## src/rtl/uca_pkg.sv

```systemverilog
// Register map, field positions and state types of the serial port
package uca_pkg;
  localparam logic [7:0] OFF_STAT = 8'h00;
  localparam logic [7:0] OFF_CTL1 = 8'h04;
  localparam logic [7:0] OFF_CTL2 = 8'h08;
  localparam logic [7:0] OFF_DATA = 8'h0C;
  localparam logic [7:0] OFF_BAUD = 8'h10;
  localparam int C1_EN = 7;
  localparam int C1_BNO = 6;
  localparam int C1_PARITY_ENABLE = 5;
  localparam int C1_PRT = 4;
  localparam int C1_STOP_BIT_COUNT = 3;
  localparam int C1_BRK = 2;
  localparam int C1_RX9 = 1;
  localparam int C1_TX9 = 0;
  localparam int C2_TRANSMITTER_ON = 7;
  localparam int C2_RECEIVER_ON = 6;
  localparam int C2_BAUD_SPEED_SELECT = 5;
  localparam int C2_ADDRESS_DETECT_ON = 4;
  localparam int C2_WAKE = 3;
  localparam int C2_RIE = 2;
  localparam int C2_XMIT_IDLE_IRQ_ENABLE = 1;
  localparam int C2_XMIT_EMPTY_IRQ_ENABLE = 0;
  localparam logic [7:0] CTL1_RST = 8'h00;
  localparam logic [7:0] CTL2_RST = 8'h00;
  localparam logic [7:0] BAUD_RST = 8'h00;
  localparam logic [3:0] SUB_LAST = 4'hF;
  localparam logic [3:0] SAMPLE_A = 4'h7;
  localparam logic [3:0] SAMPLE_B = 4'h8;
  localparam logic [3:0] SAMPLE_C = 4'h9;
  localparam logic [3:0] BRK_BITS = 4'hD;
  localparam logic [3:0] TX_BITS_BASE = 4'h9;
  localparam logic [3:0] RX_BITS_LAST = 4'h7;
  typedef enum logic [1:0] {
    TX_IDLE = 2'b00,
    TX_SHIFT = 2'b01,
    TX_BRK = 2'b11
  } uca_tx_t;
  typedef enum logic [1:0] {
    RX_IDLE = 2'b00,
    RX_START = 2'b01,
    RX_DATA = 2'b11,
    RX_STOP = 2'b10
  } uca_rx_t;
endpackage : uca_pkg

```

## src/rtl/uca_top.sv

```systemverilog
// Asynchronous serial port with control options, reached over APB
`timescale 1ns/1ns
module uca_top #(
  parameter int BAUD_W = 8
) (
  input wire logic clk_i,
  input wire logic rst_i,
  input wire logic psel_i,
  input wire logic penable_i,
  input wire logic pwrite_i,
  input wire logic [7:0] paddr_i,
  input wire logic [31:0] pwdata_i,
  output logic [31:0] prdata_o,
  output logic pready_o,
  output logic pslverr_o,
  input wire logic rx_i,
  input wire logic low_power_i,
  output logic tx_o,
  output logic tx_oe_o,
  output logic rx_own_o,
  output logic irq_o,
  output logic wake_o
);
  generate
    if (BAUD_W != 8) begin : g_chk
      $error("uca_top: divider must be 8 bits");
    end
  endgenerate

  function automatic logic [11:0] uca_frame(input logic [8:0] d, input logic nine,
                                            input logic pen, input logic odd);
    logic [8:0] w;
    w = d;
    if (pen) begin
      if (nine) begin
        w[8] = (^d[7:0]) ^ odd;
      end else begin
        w[7] = (^d[6:0]) ^ odd;
      end
    end
    uca_frame = nine ? {2'b11, w, 1'b0} : {3'b111, w[7:0], 1'b0};
  endfunction : uca_frame

  logic [7:0] ctl1_reg;
  logic [7:0] ctl2_reg;
  logic [7:0] baud_reg;
  logic pready_reg;
  logic stat_rd_reg;
  logic en;
  logic hs;
  logic tx_act;
  logic rx_act;
  logic wr_en;
  logic rd_en;
  logic hit;
  logic [7:0] rd_mux;
  assign en = ctl1_reg[uca_pkg::C1_EN];
  assign hs = ctl2_reg[uca_pkg::C2_BAUD_SPEED_SELECT];
  assign tx_act = en & ctl2_reg[uca_pkg::C2_TRANSMITTER_ON];
  assign rx_act = en & ctl2_reg[uca_pkg::C2_RECEIVER_ON];
  assign wr_en = psel_i & penable_i & pready_reg & pwrite_i;
  assign rd_en = psel_i & penable_i & pready_reg & ~pwrite_i;
  assign hit = (paddr_i == uca_pkg::OFF_STAT) | (paddr_i == uca_pkg::OFF_CTL1) |
               (paddr_i == uca_pkg::OFF_CTL2) | (paddr_i == uca_pkg::OFF_DATA) |
               (paddr_i == uca_pkg::OFF_BAUD);

  // Status and data flags
  logic xmit_empty_flag_reg;
  logic xmit_quiet_flag_reg;
  logic recv_quiet_flag_reg;
  logic recv_available_flag_reg;
  logic overrun_error_reg;
  logic framing_error_reg;
  logic parity_error_reg;
  logic nf_reg;
  logic rx9_reg;
  logic [7:0] rx_data_reg;

  // Control registers; a disabled port forces its transmitter and receiver enables and break off
  always_ff @(posedge clk_i or posedge rst_i) begin
    if (rst_i) begin
      ctl1_reg <= uca_pkg::CTL1_RST;
      ctl2_reg <= uca_pkg::CTL2_RST;
      baud_reg <= uca_pkg::BAUD_RST;
    end else begin
      if (wr_en && paddr_i == uca_pkg::OFF_CTL1) begin
        ctl1_reg <= pwdata_i[7:0];
      end
      if (wr_en && paddr_i == uca_pkg::OFF_CTL2) begin
        ctl2_reg <= pwdata_i[7:0];
      end
      if (wr_en && paddr_i == uca_pkg::OFF_BAUD) begin
        baud_reg <= pwdata_i[7:0];
      end
      if (!en) begin
        ctl1_reg[uca_pkg::C1_BRK] <= 1'b0;
        ctl2_reg[uca_pkg::C2_TRANSMITTER_ON] <= 1'b0;
        ctl2_reg[uca_pkg::C2_RECEIVER_ON] <= 1'b0;
      end
    end
  end

  always_comb begin
    rd_mux = 8'h00;
    case (paddr_i)
      uca_pkg::OFF_STAT: rd_mux = {parity_error_reg, nf_reg, framing_error_reg, overrun_error_reg,
                                   recv_quiet_flag_reg, recv_available_flag_reg, xmit_quiet_flag_reg, xmit_empty_flag_reg};
      uca_pkg::OFF_CTL1: rd_mux = {ctl1_reg[7:2], rx9_reg, 1'b0};
      uca_pkg::OFF_CTL2: rd_mux = ctl2_reg;
      uca_pkg::OFF_DATA: rd_mux = rx_data_reg;
      uca_pkg::OFF_BAUD: rd_mux = baud_reg;
      default: rd_mux = 8'h00;
    endcase
  end

  // APB answer one cycle into the access phase
  always_ff @(posedge clk_i or posedge rst_i) begin
    if (rst_i) begin
      pready_reg <= 1'b0;
      prdata_o <= 32'h0000_0000;
      pslverr_o <= 1'b0;
    end else begin
      pready_reg <= psel_i & penable_i & ~pready_reg;
      if (psel_i && penable_i && !pready_reg) begin
        prdata_o <= {24'h00_0000, pwrite_i ? 8'h00 : rd_mux};
        pslverr_o <= ~hit;
      end else begin
        prdata_o <= 32'h0000_0000;
        pslverr_o <= 1'b0;
      end
    end
  end
  assign pready_o = pready_reg;

  // Baud generator: 16x oversampling tick, extra divide by 4 in low speed
  logic [7:0] bcnt_reg;
  logic [1:0] pre_reg;
  logic tick;
  assign tick = en & (bcnt_reg == 8'h00) & (hs | pre_reg == 2'h3);
  always_ff @(posedge clk_i or posedge rst_i) begin
    if (rst_i) begin
      bcnt_reg <= 8'h00;
      pre_reg <= 2'h0;
    end else if (!en) begin
      bcnt_reg <= 8'h00;
      pre_reg <= 2'h0;
    end else if (bcnt_reg == 8'h00) begin
      bcnt_reg <= baud_reg;
      pre_reg <= pre_reg + 2'h1;
    end else begin
      bcnt_reg <= bcnt_reg - 8'h01;
    end
  end

  // Transmit buffer and shifter
  uca_pkg::uca_tx_t tx_state_reg;
  logic [8:0] tx_buf_reg;
  logic tx_full_reg;
  logic [3:0] tx_sub_reg;
  logic [10:0] tx_sh_reg;
  logic [3:0] tx_left_reg;
  logic [3:0] brk_cnt_reg;
  logic tx_line_reg;
  logic bit_tick;
  logic tx_load;
  logic data_wr;
  logic [11:0] tx_frame;
  // Frame built outside the process; a function result cannot be part-selected
  assign tx_frame = uca_frame(tx_buf_reg, ctl1_reg[uca_pkg::C1_BNO], ctl1_reg[uca_pkg::C1_PARITY_ENABLE],
                              ctl1_reg[uca_pkg::C1_PRT]);
  assign bit_tick = tick & (tx_sub_reg == uca_pkg::SUB_LAST);
  assign tx_load = tx_act & bit_tick & (tx_state_reg == uca_pkg::TX_IDLE) & tx_full_reg;
  assign data_wr = wr_en & (paddr_i == uca_pkg::OFF_DATA);

  always_ff @(posedge clk_i or posedge rst_i) begin
    if (rst_i) begin
      tx_full_reg <= 1'b0;
      tx_buf_reg <= 9'h000;
    end else if (!tx_act) begin
      tx_full_reg <= 1'b0;
    end else if (data_wr) begin
      tx_full_reg <= 1'b1;
      tx_buf_reg <= {ctl1_reg[uca_pkg::C1_TX9], pwdata_i[7:0]};
    end else if (tx_load) begin
      tx_full_reg <= 1'b0;
    end
  end

  always_ff @(posedge clk_i or posedge rst_i) begin
    if (rst_i) begin
      tx_sub_reg <= 4'h0;
    end else if (!tx_act) begin
      tx_sub_reg <= 4'h0;
    end else if (tick) begin
      tx_sub_reg <= tx_sub_reg + 4'h1;
    end
  end

  always_ff @(posedge clk_i or posedge rst_i) begin
    if (rst_i) begin
      tx_state_reg <= uca_pkg::TX_IDLE;
      tx_sh_reg <= 11'h7FF;
      tx_left_reg <= 4'h0;
      brk_cnt_reg <= 4'h0;
      tx_line_reg <= 1'b1;
    end else if (!tx_act) begin
      tx_state_reg <= uca_pkg::TX_IDLE;
      tx_line_reg <= 1'b1;
      tx_left_reg <= 4'h0;
    end else if (bit_tick) begin
      case (tx_state_reg)
        uca_pkg::TX_IDLE: begin
          if (tx_full_reg) begin
            tx_state_reg <= uca_pkg::TX_SHIFT;
            tx_line_reg <= 1'b0;
            tx_sh_reg <= tx_frame[11:1];
            tx_left_reg <= uca_pkg::TX_BITS_BASE + {3'h0, ctl1_reg[uca_pkg::C1_BNO]} +
                           {3'h0, ctl1_reg[uca_pkg::C1_STOP_BIT_COUNT]};
          end else if (ctl1_reg[uca_pkg::C1_BRK]) begin
            tx_state_reg <= uca_pkg::TX_BRK;
            tx_line_reg <= 1'b0;
            brk_cnt_reg <= 4'h0;
          end
        end
        uca_pkg::TX_SHIFT: begin
          if (tx_left_reg == 4'h0) begin
            tx_state_reg <= uca_pkg::TX_IDLE;
            tx_line_reg <= 1'b1;
          end else begin
            tx_line_reg <= tx_sh_reg[0];
            tx_sh_reg <= {1'b1, tx_sh_reg[10:1]};
            tx_left_reg <= tx_left_reg - 4'h1;
          end
        end
        uca_pkg::TX_BRK: begin
          if (brk_cnt_reg != uca_pkg::BRK_BITS) begin
            brk_cnt_reg <= brk_cnt_reg + 4'h1;
          end else if (!ctl1_reg[uca_pkg::C1_BRK]) begin
            tx_state_reg <= uca_pkg::TX_IDLE;
            tx_line_reg <= 1'b1;
          end
        end
        default: begin
          tx_state_reg <= uca_pkg::TX_IDLE;
          tx_line_reg <= 1'b1;
        end
      endcase
    end
  end

  // Receiver: majority of three samples around the bit centre
  uca_pkg::uca_rx_t rx_state_reg;
  logic [3:0] rx_sub_reg;
  logic [8:0] rx_sh_reg;
  logic [3:0] rx_cnt_reg;
  logic s_a_reg;
  logic s_b_reg;
  logic nz_acc_reg;
  logic rx_bit;
  logic rx_noisy;
  logic at_c;
  logic rx_done;
  logic nine;
  logic [8:0] rx_word;
  logic abit;
  logic drop;
  assign nine = ctl1_reg[uca_pkg::C1_BNO];
  assign rx_bit = (s_a_reg & s_b_reg) | (s_a_reg & rx_i) | (s_b_reg & rx_i);
  assign rx_noisy = (s_a_reg != s_b_reg) | (s_b_reg != rx_i);
  assign at_c = tick & (rx_sub_reg == uca_pkg::SAMPLE_C);
  assign rx_done = rx_act & at_c & (rx_state_reg == uca_pkg::RX_STOP);
  assign rx_word = nine ? rx_sh_reg : {1'b0, rx_sh_reg[8:1]};
  assign abit = nine ? rx_word[8] : rx_word[7];
  assign drop = ctl2_reg[uca_pkg::C2_ADDRESS_DETECT_ON] & ~abit;

  always_ff @(posedge clk_i or posedge rst_i) begin
    if (rst_i) begin
      rx_state_reg <= uca_pkg::RX_IDLE;
      rx_sub_reg <= 4'h0;
      rx_sh_reg <= 9'h000;
      rx_cnt_reg <= 4'h0;
      s_a_reg <= 1'b1;
      s_b_reg <= 1'b1;
      nz_acc_reg <= 1'b0;
    end else if (!rx_act) begin
      rx_state_reg <= uca_pkg::RX_IDLE;
      rx_sub_reg <= 4'h0;
    end else if (tick) begin
      rx_sub_reg <= rx_sub_reg + 4'h1;
      if (rx_sub_reg == uca_pkg::SAMPLE_A) begin
        s_a_reg <= rx_i;
      end
      if (rx_sub_reg == uca_pkg::SAMPLE_B) begin
        s_b_reg <= rx_i;
      end
      case (rx_state_reg)
        uca_pkg::RX_IDLE: begin
          if (!rx_i) begin
            rx_state_reg <= uca_pkg::RX_START;
            rx_sub_reg <= 4'h0;
            nz_acc_reg <= 1'b0;
          end
        end
        uca_pkg::RX_START: begin
          if (at_c) begin
            rx_state_reg <= rx_bit ? uca_pkg::RX_IDLE : uca_pkg::RX_DATA;
            rx_cnt_reg <= 4'h0;
            nz_acc_reg <= rx_noisy;
          end
        end
        uca_pkg::RX_DATA: begin
          if (at_c) begin
            rx_sh_reg <= {rx_bit, rx_sh_reg[8:1]};
            rx_cnt_reg <= rx_cnt_reg + 4'h1;
            nz_acc_reg <= nz_acc_reg | rx_noisy;
            if (rx_cnt_reg == uca_pkg::RX_BITS_LAST + {3'h0, nine}) begin
              rx_state_reg <= uca_pkg::RX_STOP;
            end
          end
        end
        uca_pkg::RX_STOP: begin
          if (at_c) begin
            rx_state_reg <= uca_pkg::RX_IDLE;
          end
        end
        default: rx_state_reg <= uca_pkg::RX_IDLE;
      endcase
    end
  end

  // Flags: a hardware set wins over the software clear sequence
  logic data_rd;
  logic seq_clr;
  assign data_rd = rd_en & (paddr_i == uca_pkg::OFF_DATA);
  assign seq_clr = stat_rd_reg & (data_rd | data_wr);
  always_ff @(posedge clk_i or posedge rst_i) begin
    if (rst_i) begin
      stat_rd_reg <= 1'b0;
    end else if (rd_en && paddr_i == uca_pkg::OFF_STAT) begin
      stat_rd_reg <= 1'b1;
    end else if (data_rd || data_wr) begin
      stat_rd_reg <= 1'b0;
    end
  end

  always_ff @(posedge clk_i or posedge rst_i) begin
    if (rst_i) begin
      recv_available_flag_reg <= 1'b0;
      overrun_error_reg <= 1'b0;
      framing_error_reg <= 1'b0;
      parity_error_reg <= 1'b0;
      nf_reg <= 1'b0;
      rx9_reg <= 1'b0;
      rx_data_reg <= 8'h00;
    end else if (!rx_act) begin
      recv_available_flag_reg <= 1'b0;
      overrun_error_reg <= 1'b0;
      framing_error_reg <= 1'b0;
      parity_error_reg <= 1'b0;
      nf_reg <= 1'b0;
    end else if (rx_done && !drop) begin
      if (recv_available_flag_reg && !seq_clr) begin
        overrun_error_reg <= 1'b1;
      end else begin
        recv_available_flag_reg <= 1'b1;
        rx_data_reg <= rx_word[7:0];
        rx9_reg <= rx_word[8];
        framing_error_reg <= ~rx_bit;
        parity_error_reg <= ctl1_reg[uca_pkg::C1_PARITY_ENABLE] & ((^rx_word) ^ ctl1_reg[uca_pkg::C1_PRT]);
        nf_reg <= nz_acc_reg | rx_noisy;
        overrun_error_reg <= 1'b0;
      end
    end else if (seq_clr && data_rd) begin
      recv_available_flag_reg <= 1'b0;
      overrun_error_reg <= 1'b0;
      framing_error_reg <= 1'b0;
      parity_error_reg <= 1'b0;
      nf_reg <= 1'b0;
    end
  end

  // Transmit status follows the buffer and shifter, receive idle follows the receiver, one cycle later
  always_ff @(posedge clk_i or posedge rst_i) begin
    if (rst_i) begin
      xmit_empty_flag_reg <= 1'b1;
      xmit_quiet_flag_reg <= 1'b1;
      recv_quiet_flag_reg <= 1'b1;
    end else begin
      xmit_empty_flag_reg <= ~tx_full_reg;
      xmit_quiet_flag_reg <= ~tx_full_reg & (tx_state_reg == uca_pkg::TX_IDLE) &
                   ~(tx_act & ctl1_reg[uca_pkg::C1_BRK]);
      recv_quiet_flag_reg <= ~rx_act | (rx_state_reg == uca_pkg::RX_IDLE);
    end
  end

  // Pins, request and wake-up, all registered
  logic rx_prev_reg;
  always_ff @(posedge clk_i or posedge rst_i) begin
    if (rst_i) begin
      tx_o <= 1'b1;
      tx_oe_o <= 1'b0;
      rx_own_o <= 1'b0;
      irq_o <= 1'b0;
      wake_o <= 1'b0;
      rx_prev_reg <= 1'b1;
    end else begin
      tx_o <= ~tx_act | tx_line_reg;
      tx_oe_o <= tx_act;
      rx_own_o <= rx_act;
      irq_o <= (ctl2_reg[uca_pkg::C2_RIE] & (recv_available_flag_reg | overrun_error_reg)) |
               (ctl2_reg[uca_pkg::C2_XMIT_IDLE_IRQ_ENABLE] & xmit_quiet_flag_reg) |
               (ctl2_reg[uca_pkg::C2_XMIT_EMPTY_IRQ_ENABLE] & xmit_empty_flag_reg);
      rx_prev_reg <= rx_i;
      wake_o <= ctl2_reg[uca_pkg::C2_WAKE] & low_power_i & rx_prev_reg & ~rx_i;
    end
  end
endmodule : uca_top

```

## config.mk

```make
export PLATFORM = sky130hd
export DESIGN_NAME = uca_top
export DESIGN_NICKNAME = d
export VERILOG_FILES = /design/src/rtl/uca_pkg.sv /design/src/rtl/uca_top.sv
export SDC_FILE = /design/constraint.sdc
export NUM_CORES = 1
export LEC_CHECK = 0
export ABC_CLOCK_PERIOD_IN_PS = 4480
export BUFFER_PORTS_ARGS = -buffer_cell sky130_fd_sc_hd__buf_2
export CAP_MARGIN = 0
export CORE_MARGIN = 2
export CORE_UTILIZATION = 50
export CTS_CLUSTER_DIAMETER = 30
export CTS_CLUSTER_SIZE = 20
export DETAILED_ROUTE_END_ITERATION = 10
export PLACE_DENSITY = 0.68
export RECOVER_POWER = 25
export SLEW_MARGIN = 20
export SYNTH_ARGS = -nofsm -noshare
export SYNTH_HDL_FRONTEND = slang
export SYNTH_SLANG_ARGS = --single-unit
```

## constraint.sdc

```tcl
create_clock -name clk_i -period 4.48 [get_ports clk_i]
set_input_delay 0.896 -clock clk_i [delete_from_list [all_inputs] [get_ports clk_i]]
set_output_delay 0.896 -clock clk_i [all_outputs]
set_load 0.01 [all_outputs]
```

==> metrics.md <==
| Metric | Value |
|---|---|
| Leak Pwr | `3.35 nW` |
| Starting Density | `50.7%` |
| Starting DRT DRC Count | `389` |
| Fraction of layout cells with a size suffix above 1 | `22.2%` |
| Final Max Slew Viols | `67` |
| Routed len/inst | `17.2 µm` |
| Worst relative slew slack | `-88.3%` |
| Worst Hold Slack | `0.476 ns` |
| Post-CTS sizing | `0` |
| Worst r2r dst | `rx_cnt_reg[0]` |
| RSZ-0062 raised after global routing | `no` |
| # setup viols final | `0` |
| Total GRT Usage | `21.9%` |
| Clock Skews | `0.00572 ns` |
| Core Rows | `41` |
| Worst-skew pair later-pin latency | `0.41 ns` |
| Final hold violations | `0` |
| DRT Pass-1 Iters | `6` |
| Hold Crit Start | `tx_sh_reg[1]` |
| Reg clk slew, reported paths | `0.05 ns` |
| Worst-margin pin slew | `2.81 ns` |
| Max-Cap Viols | `1` |
| I/O pin count | `86` |
| Most common cell after layout, fill and taps aside | `dfrtp_1` |
| Setup Buffers After CTS | `0` |
| Nets@finish | `706` |
| P&R area growth vs syn | `13.5%` |
| Die X-Extent | `117 µm` |
| DRC | `0` |
| Crit path time final | `2.81 ns` |
| Failing checks | `max-capacitance violations, max-slew violations` |
| Fillers | `1104` |
| R2R setup slack | `1.67 ns` |
| Worst Setup Start Kind | `flip-flop` |
| Final GP Congestion | `0.897` |
| FF+latch count, synth | `123` |
| Setup CP Type | `reg2reg` |
| First-pass GRT wire length | `22700 µm` |
| Port Buf Inserts | `37` |
| Final Cycle Share | `62.7%` |
| Core footprint | `0.0125 mm²` |
| Overflow after GRT | `0` |
| HP Class | `reg2reg` |
| Antenna Cells | `0` |
| CP max FO | `20` |
| Power Dens Cells | `358 mW/mm²` |
| Worst-case clock buffer depth | `2` |
| Worst R2R Start | `ctl1_reg[7]` |
| Initial antenna violation count | `0` |
| Number of CTS-inserted buffers | `17` |
| TNS Setup | `0 ns` |
| Vias/cell | `5.62` |
| CP Data Required Time | `4.80 ns` |
| Vias | `4658` |
| Worst Setup End Kind | `flip-flop` |
| Die H | `117 µm` |
| Fraction of registers with async set/reset | `100%` |
| Number of enable flip-flop cells after synthesis | `0` |
| Max H-tree Level | `4` |
| CTS tree | `done` |
| Hold worst-path end | `tx_sh_reg[1]` |
| Area of the multi-input gates | `0.00297 mm²` |
| Main flop type after synthesis | `dfrtp_1` |
| DRT antenna net count | `0` |
| Post-DP HPWL | `9900 µm` |
| Crit path arrival time | `3.13 ns` |
| WL final | `14300 µm` |
| FF-to-FF path depth | `6` |
| CTS root buf | `clkbuf_16` |
| Clk sinks | `123` |
| Post-Syn Area | `0.00635 mm²` |
| Vias in the first global route | `4559` |
| Fmax | `0.356 GHz` |
| Distinct cell type count after synthesis | `67` |
| Ys Warns | `0` |
| Seq/Total Area, Yosys | `48.8%` |
| Reg area | `0.00310 mm²` |
| Peak ir drop on the vdd network | `0.225 mV` |
| Status | `finished with violations` |
| Largest net degree at the start of global routing | `67` |
| Hold_buf cts | `0` |
| Mapped Avg Cell Area | `10.5 µm²` |
| Min-Delay Path Depth | `2` |
| Most frequent cells in the layout | `dfrtp_1, nand2_1, mux2_2` |
| Mapped Cells | `605` |
| Die Area | `0.0136 mm²` |
## how the worst max path moves through the flow
stage                start             to  slack (ns)
2_1_floorplan        rst_i    baud_reg[0]        0.34
3_3_place_gp    paddr_i[2]  tx_buf_reg[3]        1.34
3_5_place_dp    paddr_i[2]  tx_buf_reg[3]        1.28
4_1_cts        bcnt_reg[0]   tx_sh_reg[8]        1.66
5_1_grt              rst_i    baud_reg[5]        1.34
6_report       ctl1_reg[7]  rx_cnt_reg[0]        1.67
## per-layer routing
layer	part of all wire, %	wire length [µm]	track usage, %
met1	45	6350	28.9
met2	49	6980	36.1
met3	5.0	712	4.77
met4	1.5	221	6.98
met5	0	0	0
## final cells by class
cell class,count,share of cell area (%)
timing repair buffer,45,3.39
sequential,123,43.0
clock inverter,8,1.60
clock buffer,24,6.69
inverter,22,1.16
tap,172,2.99
multi-input combinational,435,41.2
## metrics by stage
step                power (mW)  utilization [%]  instances  area, µm²  setup slack, ns
floorplan                 1.21                -        628       6430            0.341
global placement          1.22             52.8        797       6610             1.34
detailed placement        1.22             52.8        797       6610             1.28
CTS                       2.60             57.6        829       7210             1.66
global route              2.66             57.6        829       7210             1.34
finish                    2.58             57.6        829       7210             1.67
## power by group
group          leakage, nW  internal [mW]  switching [mW]
Clock                0.298          0.914           0.464
Sequential            1.60           1.12         0.00288
Combinational         1.45         0.0221          0.0613
## synthesized netlist by cell type, drive strengths merged (6+ instances only)
master    n  area share, %
mux2i    30            4.7
nand2b    9           0.89
buf      29            3.4
inv      20            1.2
nand3    16            1.3
o211a     7            1.1
o21ai    44            3.8
clkbuf   19            1.1
nand2    66            3.9
xnor2    18            2.5
mux2     41            7.3
a21oi    22            1.7
dfstp    17            7.0
nor3     10           0.87
ha       15            3.0
nor2b    11            1.1
nor4      7           0.69
dfrtp   106             42
nand4     6           0.59
nor2     29            1.7
## cell families after synthesis
logic type	count (synthesis)	share of synthesized area (%)
compound gates	114	12.0
xor+xnor	23	3.17
fa+ha+maj	15	2.96
buf+inv	70	5.81
flops	123	48.8
mux	71	12.0
other cells	1	0.0591
simple gates	188	15.2
## critical path: stages, from the launching register on
cell and delay (ns):
dfrtp_1 0.75, nand2_1 0.46, inv_1 0.23, nand2_1 0.11
or4_1 0.65, or2_2 0.34, o21ai_0 0.19
Note: power is estimated with default switching activity, not from simulation.
